<file path="src/verilog/rsss_pkg.sv">
// range select and status supervisor: shared constants and carriers
// assumes one 100 MHz core clock and an Avalon-MM register master
// ----------------------------------------------------------------
// What this block does
// - invalid range at power-up: zero output, red
// - invalid range error held until power cycle
// - running switch 3-10 change: minimum output, red
// - range change error clears when switches restored
// - check both calibration sets at power-up
// - field checksum bad: factory values only
// - factory checksum bad: field values only
// - checksum error LEDs win, blink short off
// - under range: green off, red 0.8 s
// - over range: green off, red 0.4 s
// - scaling: red and green alternate
// - factory recal done: green fast 2 s
// - output code from switches 3,4,5
// - input code from switches 6 to 10
// - field selector at power-up loads field
// - factory selector at power-up loads factory
// - field to factory while running, not scaling, switches now
// - current full scale 20 mA on, 1 mA off
// - output clamped at ten percent overrange
// - bad field scaling stores factory values
// - switch 1 output, switch 2 input selector
// ----------------------------------------------------------------
package rsss_pkg;
  // register byte offsets
  localparam logic [3:0] RSSS_REG_STATUS = 4'h0;
  localparam logic [3:0] RSSS_REG_CTRL = 4'h4;
  localparam logic [3:0] RSSS_REG_RANGE = 4'h8;
  // control fields
  localparam int RSSS_CTRL_SCALING = 0;
  localparam int RSSS_CTRL_RECAL_DONE = 1;
  localparam int RSSS_CTRL_SCALE_BAD = 2;
  localparam int RSSS_CTRL_CLR_CKSUM = 3;
  // switch positions inside the bank, bit n-1 is position n
  localparam int RSSS_SW_OUT_SEL = 0;
  localparam int RSSS_SW_IN_SEL = 1;
  localparam int RSSS_SW_RANGE_LO = 2;
  localparam int RSSS_SW_RANGE_HI = 9;
  // range code limits
  localparam logic [2:0] RSSS_OUT_CODE_MAX = 3'h4;
  localparam logic [4:0] RSSS_IN_CODE_MAX = 5'h14;
  localparam logic [4:0] RSSS_IN_VOLT_MAX = 5'h0C;
  // timing, times in ms
  localparam int RSSS_CLK_KHZ = 100000;
  localparam int RSSS_SLOW_MS = 800;
  localparam int RSSS_FAST_MS = 400;
  localparam int RSSS_SHORT_OFF_MS = 100;
  localparam int RSSS_RECAL_MS = 2000;
  localparam int RSSS_SLOW_CYC = RSSS_SLOW_MS * RSSS_CLK_KHZ;
  localparam int RSSS_FAST_CYC = RSSS_FAST_MS * RSSS_CLK_KHZ;
  localparam int RSSS_SHORT_CYC = RSSS_SHORT_OFF_MS * RSSS_CLK_KHZ;
  localparam int RSSS_RECAL_CYC = RSSS_RECAL_MS * RSSS_CLK_KHZ;
  typedef enum {RSSS_BOOT, RSSS_RUN, RSSS_BADRANGE, RSSS_CHANGED} rsss_state_t;
  // calibration source per channel
  typedef struct packed {
    logic in_field;
    logic out_field;
  } rsss_cal_sel_t;
  // LED pair
  typedef struct packed {
    logic red;
    logic green;
  } rsss_led_t;
endpackage

</file>
<file path="src/verilog/rsss_supervisor.sv">
// range select and status supervisor top
// assumes switch, comparator and checksum inputs are asynchronous
//
// Chosen here: register access over Avalon-MM and the placing of the registers.
`timescale 1ns/1ns
module rsss_supervisor
  import rsss_pkg::*;
#(
  parameter int SLOW_CYC = RSSS_SLOW_CYC,
  parameter int FAST_CYC = RSSS_FAST_CYC,
  parameter int SHORT_CYC = RSSS_SHORT_CYC,
  parameter int RECAL_CYC = RSSS_RECAL_CYC
) (
  input wire logic core_clk,
  input wire logic rst,
  input wire logic [9:0] config_switch_bank,
  input wire logic current_fullscale_selector,
  input wire logic cksum_done,
  input wire logic factory_cksum_bad,
  input wire logic field_cksum_bad,
  input wire logic under_range,
  input wire logic over_range,
  input wire logic [3:0] avs_address,
  input wire logic avs_read,
  input wire logic avs_write,
  input wire logic [31:0] avs_writedata,
  input wire logic [3:0] avs_byteenable,
  output logic [31:0] avs_readdata,
  output logic avs_waitrequest,
  output logic led_red,
  output logic led_green,
  output logic out_force_zero,
  output logic out_force_min,
  output logic out_clamp_overrange,
  output logic [2:0] out_range_code,
  output logic [4:0] in_range_code,
  output logic in_is_current,
  output logic out_fullscale_20ma,
  output logic in_use_field,
  output logic out_use_field,
  output logic store_factory_as_field
);

  // ----------------------------------------------------------------
  // input synchronisers
  // ----------------------------------------------------------------
  localparam int NSYNC = 16;
  logic [NSYNC-1:0] sync1_r;
  logic [NSYNC-1:0] sync2_r;
  wire [NSYNC-1:0] raw_in = {config_switch_bank, current_fullscale_selector, cksum_done,
    factory_cksum_bad, field_cksum_bad, under_range, over_range};

  // two stages, only stage two is read
  always_ff @(posedge core_clk or posedge rst) begin
    if (rst) begin
      sync1_r <= '0;
      sync2_r <= '0;
    end else begin
      sync1_r <= raw_in;
      sync2_r <= sync1_r;
    end
  end

  wire [9:0] sw = sync2_r[15:6];
  wire fs_sel = sync2_r[5];
  wire ck_done = sync2_r[4];
  wire fac_bad_in = sync2_r[3];
  wire fld_bad_in = sync2_r[2];
  wire und_s = sync2_r[1];
  wire ovr_s = sync2_r[0];

  // ----------------------------------------------------------------
  // range decode
  // ----------------------------------------------------------------
  // position 3 is the code msb
  function automatic logic [2:0] out_code_f(input logic [9:0] s);
    out_code_f = {s[2], s[3], s[4]};
  endfunction
  // position 6 is the code msb
  function automatic logic [4:0] in_code_f(input logic [9:0] s);
    in_code_f = {s[5], s[6], s[7], s[8], s[9]};
  endfunction

  wire [2:0] out_code_now = out_code_f(sw);
  wire [4:0] in_code_now = in_code_f(sw);
  wire codes_ok = (out_code_now <= RSSS_OUT_CODE_MAX) && (in_code_now <= RSSS_IN_CODE_MAX);

  // ----------------------------------------------------------------
  // supervisor state
  // ----------------------------------------------------------------
  rsss_state_t state_r;
  rsss_state_t state_nxt;
  logic [7:0] range_snap_r;
  logic fac_bad_r;
  logic fld_bad_r;
  logic in_sel_boot_r;
  logic out_sel_boot_r;
  logic in_sel_prev_r;
  logic out_sel_prev_r;
  logic scaling_r;
  logic scale_bad_r;
  logic clr_req;
  logic recal_req;
  wire range_moved = sw[RSSS_SW_RANGE_HI:RSSS_SW_RANGE_LO] != range_snap_r;

  // next state
  always_comb begin
    state_nxt = state_r;
    case (state_r)
      RSSS_BOOT: begin
        if (ck_done) begin
          state_nxt = codes_ok ? RSSS_RUN : RSSS_BADRANGE;
        end
      end
      RSSS_BADRANGE: state_nxt = RSSS_BADRANGE;
      RSSS_RUN: begin
        if (range_moved) begin
          state_nxt = RSSS_CHANGED;
        end
      end
      RSSS_CHANGED: begin
        if (!range_moved) begin
          state_nxt = RSSS_RUN;
        end
      end
      default: state_nxt = RSSS_BOOT;
    endcase
  end

  // power-up capture happens while booting, never under reset
  always_ff @(posedge core_clk or posedge rst) begin
    if (rst) begin
      state_r <= RSSS_BOOT;
      range_snap_r <= '0;
      in_sel_boot_r <= 1'b0;
      out_sel_boot_r <= 1'b0;
    end else begin
      state_r <= state_nxt;
      if (state_r == RSSS_BOOT) begin
        range_snap_r <= sw[RSSS_SW_RANGE_HI:RSSS_SW_RANGE_LO];
        in_sel_boot_r <= sw[RSSS_SW_IN_SEL];
        out_sel_boot_r <= sw[RSSS_SW_OUT_SEL];
      end
    end
  end

  // checksum flags latched per set, set beats clear
  always_ff @(posedge core_clk or posedge rst) begin
    if (rst) begin
      fac_bad_r <= 1'b0;
      fld_bad_r <= 1'b0;
    end else if (state_r == RSSS_BOOT && ck_done) begin
      fac_bad_r <= fac_bad_in;
      fld_bad_r <= fld_bad_in;
    end else if (clr_req) begin
      fac_bad_r <= 1'b0;
      fld_bad_r <= 1'b0;
    end
  end

  // ----------------------------------------------------------------
  // calibration source selection
  // ----------------------------------------------------------------
  // selector memory: once dropped to factory stays factory until reset
  always_ff @(posedge core_clk or posedge rst) begin
    if (rst) begin
      in_sel_prev_r <= 1'b0;
      out_sel_prev_r <= 1'b0;
    end else if (state_r == RSSS_BOOT) begin
      in_sel_prev_r <= sw[RSSS_SW_IN_SEL];
      out_sel_prev_r <= sw[RSSS_SW_OUT_SEL];
    end else begin
      in_sel_prev_r <= in_sel_prev_r & (sw[RSSS_SW_IN_SEL] | scaling_r);
      out_sel_prev_r <= out_sel_prev_r & (sw[RSSS_SW_OUT_SEL] | scaling_r);
    end
  end

  // per channel choice from its own switch
  rsss_cal_sel_t sel_raw;
  assign sel_raw.in_field = in_sel_boot_r & in_sel_prev_r;
  assign sel_raw.out_field = out_sel_boot_r & out_sel_prev_r;
  rsss_cal_sel_t sel_fin;
  assign sel_fin.in_field = fac_bad_r | (~fld_bad_r & sel_raw.in_field);
  assign sel_fin.out_field = fac_bad_r | (~fld_bad_r & sel_raw.out_field);

  // ----------------------------------------------------------------
  // register bus, writes at once, reads one wait state
  // ----------------------------------------------------------------
  wire wr_ctrl = avs_write && avs_address == RSSS_REG_CTRL && avs_byteenable[0];
  // software sets the scaling level regardless of factory error
  assign clr_req = wr_ctrl && avs_writedata[RSSS_CTRL_CLR_CKSUM];
  assign recal_req = wr_ctrl && avs_writedata[RSSS_CTRL_RECAL_DONE];

  always_ff @(posedge core_clk or posedge rst) begin
    if (rst) begin
      scaling_r <= 1'b0;
      scale_bad_r <= 1'b0;
    end else if (wr_ctrl) begin
      scaling_r <= avs_writedata[RSSS_CTRL_SCALING];
      scale_bad_r <= avs_writedata[RSSS_CTRL_SCALE_BAD];
    end
  end

  wire [31:0] status_word = {24'h000000, und_s, ovr_s, fld_bad_r, fac_bad_r,
    state_r == RSSS_CHANGED, state_r == RSSS_BADRANGE, sel_fin.in_field,
    sel_fin.out_field};
  wire [31:0] rd_mux = (avs_address == RSSS_REG_STATUS) ? status_word :
    (avs_address == RSSS_REG_CTRL) ? {29'h0, scale_bad_r, 1'b0, scaling_r} :
    (avs_address == RSSS_REG_RANGE) ? {24'h000000, range_snap_r} : 32'h00000000;

  // one wait state on reads so read data leave a flop; unmapped reads as zero
  logic rd_hold_r;
  logic [31:0] rd_data_r;
  assign avs_waitrequest = avs_read && !rd_hold_r;
  assign avs_readdata = rd_data_r;

  // data latched on the waiting edge, shown until the accepting one
  always_ff @(posedge core_clk or posedge rst) begin
    if (rst) begin
      rd_hold_r <= 1'b0;
      rd_data_r <= 32'h00000000;
    end else begin
      rd_hold_r <= avs_waitrequest;
      if (avs_waitrequest) begin
        rd_data_r <= rd_mux;
      end
    end
  end

  // ----------------------------------------------------------------
  // LED timers, separate slow, fast and recal counters at the core clock
  // ----------------------------------------------------------------
  logic [31:0] slow_cnt_r;
  logic [31:0] fast_cnt_r;
  logic [31:0] recal_cnt_r;
  logic slow_ph_r;
  logic fast_ph_r;
  wire slow_wrap = slow_cnt_r >= 32'(SLOW_CYC / 2 - 1);
  wire fast_wrap = fast_cnt_r >= 32'(FAST_CYC / 2 - 1);
  // short off at the end of each slow period
  wire short_off = slow_ph_r && slow_cnt_r >= 32'(SLOW_CYC / 2 - SHORT_CYC);

  always_ff @(posedge core_clk or posedge rst) begin
    if (rst) begin
      slow_cnt_r <= '0;
      fast_cnt_r <= '0;
      slow_ph_r <= 1'b0;
      fast_ph_r <= 1'b0;
    end else begin
      slow_cnt_r <= slow_wrap ? 32'h0 : slow_cnt_r + 32'h1;
      fast_cnt_r <= fast_wrap ? 32'h0 : fast_cnt_r + 32'h1;
      slow_ph_r <= slow_ph_r ^ slow_wrap;
      fast_ph_r <= fast_ph_r ^ fast_wrap;
    end
  end

  always_ff @(posedge core_clk or posedge rst) begin
    if (rst) begin
      recal_cnt_r <= '0;
    end else if (recal_req) begin
      recal_cnt_r <= 32'(RECAL_CYC);
    end else if (recal_cnt_r != 32'h0) begin
      recal_cnt_r <= recal_cnt_r - 32'h1;
    end
  end

  // ----------------------------------------------------------------
  // LED priority
  // ----------------------------------------------------------------
  rsss_led_t led_nxt;
  always_comb begin
    led_nxt = '{red: 1'b0, green: 1'b1}; // normal green
    if (fac_bad_r) begin
      led_nxt = '{red: ~short_off, green: 1'b0};
    end else if (fld_bad_r) begin
      led_nxt = '{red: 1'b0, green: ~short_off};
    end else if (state_r == RSSS_BADRANGE || state_r == RSSS_CHANGED || state_r == RSSS_BOOT) begin
      led_nxt = '{red: state_r != RSSS_BOOT, green: 1'b0};
    end else if (recal_cnt_r != 32'h0) begin
      led_nxt = '{red: 1'b0, green: fast_ph_r};
    end else if (scaling_r) begin
      led_nxt = '{red: slow_ph_r, green: ~slow_ph_r};
    end else if (ovr_s && !und_s) begin
      led_nxt = '{red: fast_ph_r, green: 1'b0};
    end else if (und_s) begin
      led_nxt = '{red: slow_ph_r, green: 1'b0};
    end
  end

  always_ff @(posedge core_clk or posedge rst) begin
    if (rst) begin
      led_red <= 1'b0;
      led_green <= 1'b0;
      out_force_zero <= 1'b1;
      out_force_min <= 1'b0;
      out_range_code <= '0;
      in_range_code <= '0;
      in_is_current <= 1'b0;
      out_fullscale_20ma <= 1'b0;
      in_use_field <= 1'b0;
      out_use_field <= 1'b0;
      store_factory_as_field <= 1'b0;
    end else begin
      led_red <= led_nxt.red;
      led_green <= led_nxt.green;
      out_force_zero <= state_r != RSSS_RUN && state_r != RSSS_CHANGED;
      out_force_min <= state_r == RSSS_CHANGED;
      out_range_code <= {range_snap_r[0], range_snap_r[1], range_snap_r[2]};
      in_range_code <= {range_snap_r[3], range_snap_r[4], range_snap_r[5], range_snap_r[6],
        range_snap_r[7]};
      in_is_current <= {range_snap_r[3], range_snap_r[4], range_snap_r[5], range_snap_r[6],
        range_snap_r[7]} > RSSS_IN_VOLT_MAX;
      out_fullscale_20ma <= fs_sel;
      in_use_field <= sel_fin.in_field;
      out_use_field <= sel_fin.out_field;
      store_factory_as_field <= scale_bad_r;
    end
  end

  assign out_clamp_overrange = 1'b1;

  // ----------------------------------------------------------------
  // checks
  // ----------------------------------------------------------------
  badrange_stick_a: assert property (@(posedge core_clk) disable iff (rst)
    state_r == RSSS_BADRANGE |=> state_r == RSSS_BADRANGE)
    else $error("invalid range state left");
  badrange_led_a: assert property (@(posedge core_clk) disable iff (rst)
    state_r == RSSS_BADRANGE && !fac_bad_r && !fld_bad_r |=> led_red && !led_green
    && out_force_zero) else $error("invalid range indication wrong");
  change_min_a: assert property (@(posedge core_clk) disable iff (rst)
    state_r == RSSS_RUN && range_moved |=> ##1 out_force_min)
    else $error("range change not caught");
  change_back_a: assert property (@(posedge core_clk) disable iff (rst)
    state_r == RSSS_CHANGED && !range_moved |=> state_r == RSSS_RUN)
    else $error("range change not released");
  fld_bad_sel_a: assert property (@(posedge core_clk) disable iff (rst)
    fld_bad_r && !fac_bad_r |=> !in_use_field && !out_use_field)
    else $error("field used despite field error");
  fac_bad_sel_a: assert property (@(posedge core_clk) disable iff (rst)
    fac_bad_r |=> in_use_field && out_use_field)
    else $error("factory used despite factory error");
  cksum_led_a: assert property (@(posedge core_clk) disable iff (rst)
    fac_bad_r |=> !led_green) else $error("factory error led wrong");
  fs_sel_a: assert property (@(posedge core_clk) disable iff (rst)
    out_fullscale_20ma == $past(fs_sel)) else $error("full scale select wrong");
  normal_led_a: assert property (@(posedge core_clk) disable iff (rst)
    state_r == RSSS_RUN && !fac_bad_r && !fld_bad_r && !scaling_r && !und_s
    && !ovr_s && recal_cnt_r == 32'h0 |=> led_green && !led_red)
    else $error("normal led wrong");
  und_led_a: assert property (@(posedge core_clk) disable iff (rst)
    state_r == RSSS_RUN && und_s && !fac_bad_r && !fld_bad_r && !scaling_r
    && recal_cnt_r == 32'h0 |=> !led_green && led_red == $past(slow_ph_r))
    else $error("under range led wrong");
  ovr_led_a: assert property (@(posedge core_clk) disable iff (rst)
    state_r == RSSS_RUN && ovr_s && !und_s && !fac_bad_r && !fld_bad_r && !scaling_r
    && recal_cnt_r == 32'h0 |=> !led_green && led_red == $past(fast_ph_r))
    else $error("over range led wrong");
  ovr_c: cover property (@(posedge core_clk) state_r == RSSS_RUN && ovr_s && !und_s);
  recal_c: cover property (@(posedge core_clk) recal_cnt_r == 32'h1);
  boot_c: cover property (@(posedge core_clk) state_r == RSSS_BOOT ##1 state_r == RSSS_RUN);
  bad_c: cover property (@(posedge core_clk) state_r == RSSS_BADRANGE);
  chg_c: cover property (@(posedge core_clk) state_r == RSSS_CHANGED ##1 state_r == RSSS_RUN);
endmodule

</file>
<file path="config.mk">
export PLATFORM = sky130hd
export DESIGN_NAME = rsss_supervisor
export DESIGN_NICKNAME = d
export VERILOG_FILES = /design/src/verilog/rsss_pkg.sv /design/src/verilog/rsss_supervisor.sv
export SDC_FILE = /design/constraint.sdc
export NUM_CORES = 1
export LEC_CHECK = 0
export BUFFER_PORTS_ARGS = -buffer_cell sky130_fd_sc_hd__buf_4
export CORE_ASPECT_RATIO = 0.75
export CORE_MARGIN = 4
export CORE_UTILIZATION = 35
export DETAILED_ROUTE_END_ITERATION = 10
export MAX_ROUTING_LAYER = met4
export PLACE_DENSITY = 0.58
export SYNTH_ARGS = -nofsm -noshare
export SYNTH_HDL_FRONTEND = slang
export SYNTH_SLANG_ARGS = --single-unit
</file>
<file path="constraint.sdc">
create_clock -name core_clk -period 9.5 [get_ports core_clk]
set_input_delay 2.85 -clock core_clk [delete_from_list [all_inputs] [get_ports core_clk]]
set_output_delay 2.85 -clock core_clk [all_outputs]
set_load 0.1 [all_outputs]
</file>
# After elaboration in Yosys (flattened, before gate mapping)
# Index checks and enable logic that the tools add are counted.
dict set report op_classes {
  n_addsub 3
  magnitude_cmp 6
  eq_ne 13
  muxes 24
  n_bitwise 15
  n_reduce_logical 22
}
# operator n
set ops {}
lappend ops {{$mux 32} 7}
lappend ops {{$pmux 32 s4} 1}
lappend ops {{$add 32x1->32 const B} 2}
lappend ops {{$eq 32x2->1 const B} 2}
lappend ops {{$eq 32x3->1 const B} 2}
lappend ops {{$ge 32x25->1 const B} 2}
lappend ops {{$logic_not 32->1} 2}
lappend ops {{$reduce_bool 32->1} 2}
lappend ops {{$eq 32x1->1 const B} 1}
lappend ops {{$ge 32x26->1 const B} 1}
lappend ops {{$ne 32x2->1 const B} 1}
lappend ops {{$ne 32x3->1 const B} 1}
lappend ops {{$sub 32x1->32 const B} 1}
lappend ops {{$mux 8} 3}
lappend ops {{$mux 2} 8}
lappend ops {{$logic_and 1x1->1} 10}
lappend ops {{$ne 8x8->1} 1}
lappend ops {{$and 1x1->1} 6}
lappend ops {{$ne 2x2->1 const B} 3}
lappend ops {{$gt 5x4->1 const B} 1}
lappend ops {{$le 5x5->1 const B} 1}
lappend ops {{$mux 1} 5}
lappend ops {{$eq 4x3->1 const B} 1}
lappend ops {{$eq 4x4->1 const B} 1}
lappend ops {{9 further kinds} 18}
dict set report totals {
  regBits 228
  wordCells 113
}

# Logic depth before layout (Yosys ltp)
dict set report logic_depth {
  word_depth 8
  mapped_depth 7
  depth_no_buf 6
}

# Least setup slack after synthesis
# OpenSTA, ideal clock, no wires.
dict set report synth_path {
  path_kind {input-to-output}
  from {input avs_read}
  to {output avs_waitrequest}
  arrival_time_ns 3.851
  setup_slack_ns 2.799
  cell_stages 4
  n_path_buf 2
  path_cell_list {nand2b_1 clkbuf_1 clkbuf_1 inv_1}
}
dict set report synth_between {
  elab_chain_len 1
}
# item line
set synth_lines {}
lappend synth_lines {{start: declaration} rsss_supervisor.sv:24} ;# input wire logic avs_read,
lappend synth_lines {{$logic_and 1x1->1} rsss_supervisor.sv:214} ;# assign avs_waitrequest = avs_read && !rd_hold_r;
lappend synth_lines {{end: declaration} rsss_supervisor.sv:29} ;# output logic avs_waitrequest,
# No other way between the ends.

# Final worst setup path
# Same ends and word-level chain as after synthesis.

==> results.md <==
- Status: finished, final reports clean
- Placer Congestion: 0.781
- Max-slew headroom: 0.362
- Worst setup margin: 2.94 ns
- Final Cycle Share: 0.691
- Total number of H-tree levels: 4
- Routed Antenna Nets: 0
- Tot GR Track Use: 0.131
- Synth top area share: 0.569
- Crit start category: input port
- Std-Cell Core Area: 0.0212 mm2
- Largest net degree at the start of global routing: 108
- PD cells: 246 mW/mm2
- Worst path most repeated cell: buf_4
- Gr ovfl total: 0
- CTS sink cnt: 174
- Buf/Inv on CP: 3
- NumNets Final: 832
- Die span in x: 178 um
- Post-DP HPWL: 9.74 mm
- Placed Cells incl. Taps: 1036
- WP data arrival: 3.71 ns
- Max stage delay cell, worst path: nand2b_1
- Worst skew pair latency: 0.43 ns
- Post-Layout Inst Area: 0.00889 mm2
- Site Rows: 46
- Fin. max-slew vios: 0
- Critical path's top delay family: buffers and inverters
- DRC: 0
- Worst Setup Path Type: in2out
- PortBufs: 54
- Cell variety after synth: 63
- Final setup vio count: 0
- Reg clk slew, reported paths: 0.07 ns
- Via count: 5059
- Tmin final: 6.56 ns
- Final hold vios: 0
- # IOs: 111
- Synth Register Bits: 174
- Non-filler instance count after layout: 1068
- Fmax: 0.152 GHz
- CP Capture Type: output port
- Global-route wire length before repair: 24.8 mm
- Number of synthesis warnings: 0
- Die area: 0.0242 mm2
- Detailed Routing Iterations Pass 1: 4
- Synth area leader: dfrtp_1
- Antenna violations before repair: 0
- Seq/Total Area, Yosys: 0.573
- Die H: 136 um
- Placed cell area: 0.00827 mm2
- Worst Path Required: 6.65 ns
- Prevailing post-synth register cell: dfrtp_1
- Post-synth EDFFs: 0
- Routed wire length: 14.5 mm
- RSZ-0062 raised after global routing: false
- Initial DRC count: 297
- Clock buffer depth: 2
- Post-CTS Hold Fix Bufs: 0
- Setup TNS: 0 ns
- Via density: 4.74
- Hold Path Class: reg2reg
- Avg Inst Size Synth: 10.9 um2
- Crit Path Max Fanout: 17
- CP max stage delay: 0.38 ns
- Clock root cell: clkbuf_16
- Vias in the first global route: 4920
- P_leak: 3.60 nW
- Drt wl/cell: 13.5 um
- Area of the mapped netlist: 0.00761 mm2
- Async SR Flop Fraction: 1.00
- CTS tree: yes
- Setup Buffers After CTS: 0
- Worst-margin pin slew: 0.958 ns
- ANT cells: 0
- TritonCTS buffer count: 17
- Ranking of synthesized cells by area: dfrtp_1 57%, xor2_1 4.6%, nor2_1 4.5%
- Starting Density: 0.358
- Critical-path cell list: buf_4 > nand2b_1 > inv_1 > buf_4
- Layout cells sized above 1: 0.153
- Max Clock Skew: 0.00884 ns
- Area growth syn-to-layout: 16.8%
- Post-Syn Instances: 695
- Pre-CTS setup slack: 2.93 ns
- Max-cap check violation count: 0
- Peak supply drop: 0.113 mV
- Post-CTS sizing: 0
==> placed cells by master, fill, tap and decap left out, drive strengths merged, types with 10 or more instances in the layout <==
cell type  Yosys  layout
nor3          28      28
o21ai         27      27
a21oi         10      10
dfrtp        173     173
inv           18      28
nand3         32      32
o211ai        10      10
or3           10      10
nand4         16      16
or4           10      10
nor2          91      91
clkbuf         7      19
conb           2      38
nor4          17      17
xnor2         29      29
buf           34      58
xor2          40      40
nand2         53      53
mux2          13      13
==> per-layer routing <==
metal / routed length [um] / track usage
met1: 7460 / 0.189
met2: 6160 / 0.183
met3: 609 / 0.0290
met4: 225 / 0.0460
met5: 0 / -
==> worst paths after layout <==
| kind | start | endpoint | slack [ns] | depth (start not counted) |
|---|---|---|---|---|
| max | avs_read | avs_waitrequest | 2.94 | 4 |
| min | sync1_r[4] | sync2_r[4] | 0.34 | 0 |
| max reg2reg | recal_cnt_r[24] | recal_cnt_r[21] | 6.98 | 5 |
| min reg2reg | sync1_r[4] | sync2_r[4] | 0.34 | 0 |
| max in group asynchronous | rst | fast_cnt_r[24] | 5.43 | 3 |
| min in group asynchronous | rst | fast_cnt_r[31] | 2.64 | 2 |
==> sequential cells by signal, summed over array words and instances (netlist names), 2 cells and up <==
| name | cells |
|---|---|
| in_range_code | 5 |
| slow_cnt_r | 32 |
| sync1_r | 16 |
| state_r | 2 |
| fast_cnt_r | 32 |
| recal_cnt_r | 32 |
| sync2_r | 16 |
| avs_readdata | 8 |
| out_range_code | 3 |
| range_snap_r | 8 |
==> cell usage after synthesis (all sizes together), types with 5 or more instances <==
master	n
a22oi	7
nor3	28
or4	10
o21ai	27
dfrtp	173
nand2b	5
ha	5
xor2	40
or3	10
nand2	53
nor4	17
o211ai	10
buf	34
o31ai	6
inv	18
nor2	91
xnor2	29
mux2	13
clkbuf	7
nand3	32
and3	7
a21oi	10
nand4	16
==> final cells by class <==
type	count	area, um2
clock buffer	19	453
clock inverter	13	163
fill	2026	12400
inverter	18	72.6
multi-input combinational	498	3050
sequential	174	4360
tap	288	360
timing repair buffer	58	435
==> power breakdown <==
group | internal (mW) | switching (mW)
registers | 0.843 | 0.0906
clock network | 0.413 | 0.312
logic | 0.129 | 0.398
total | 1.39 | 0.800
==> through the flow <==
step | util | hold slack [ns] | power [mW]
floorplan | - | 0.331 | 1.36
global placement | 0.389 | 0.333 | 1.47
detailed placement | 0.389 | 0.335 | 1.48
CTS | 0.418 | 0.346 | 2.22
global route | 0.418 | 0.355 | 2.29
finish | 0.418 | 0.341 | 2.19
==> cells by family (layout without fill, tap and decap cells) <==
group           after synthesis  after routing  share of synthesized area
fa+ha+maj                     5              5                    0.00823
other cells                   2             38                   0.000987
xor+xnor                     69             69                     0.0795
buf+inv                      59            108                     0.0444
mux                          17             17                     0.0245
compound gates               83             83                     0.0776
simple gates                286            286                      0.192
flops                       174            174                      0.573
No activity file was read; power rests on OpenSTA's default activity.
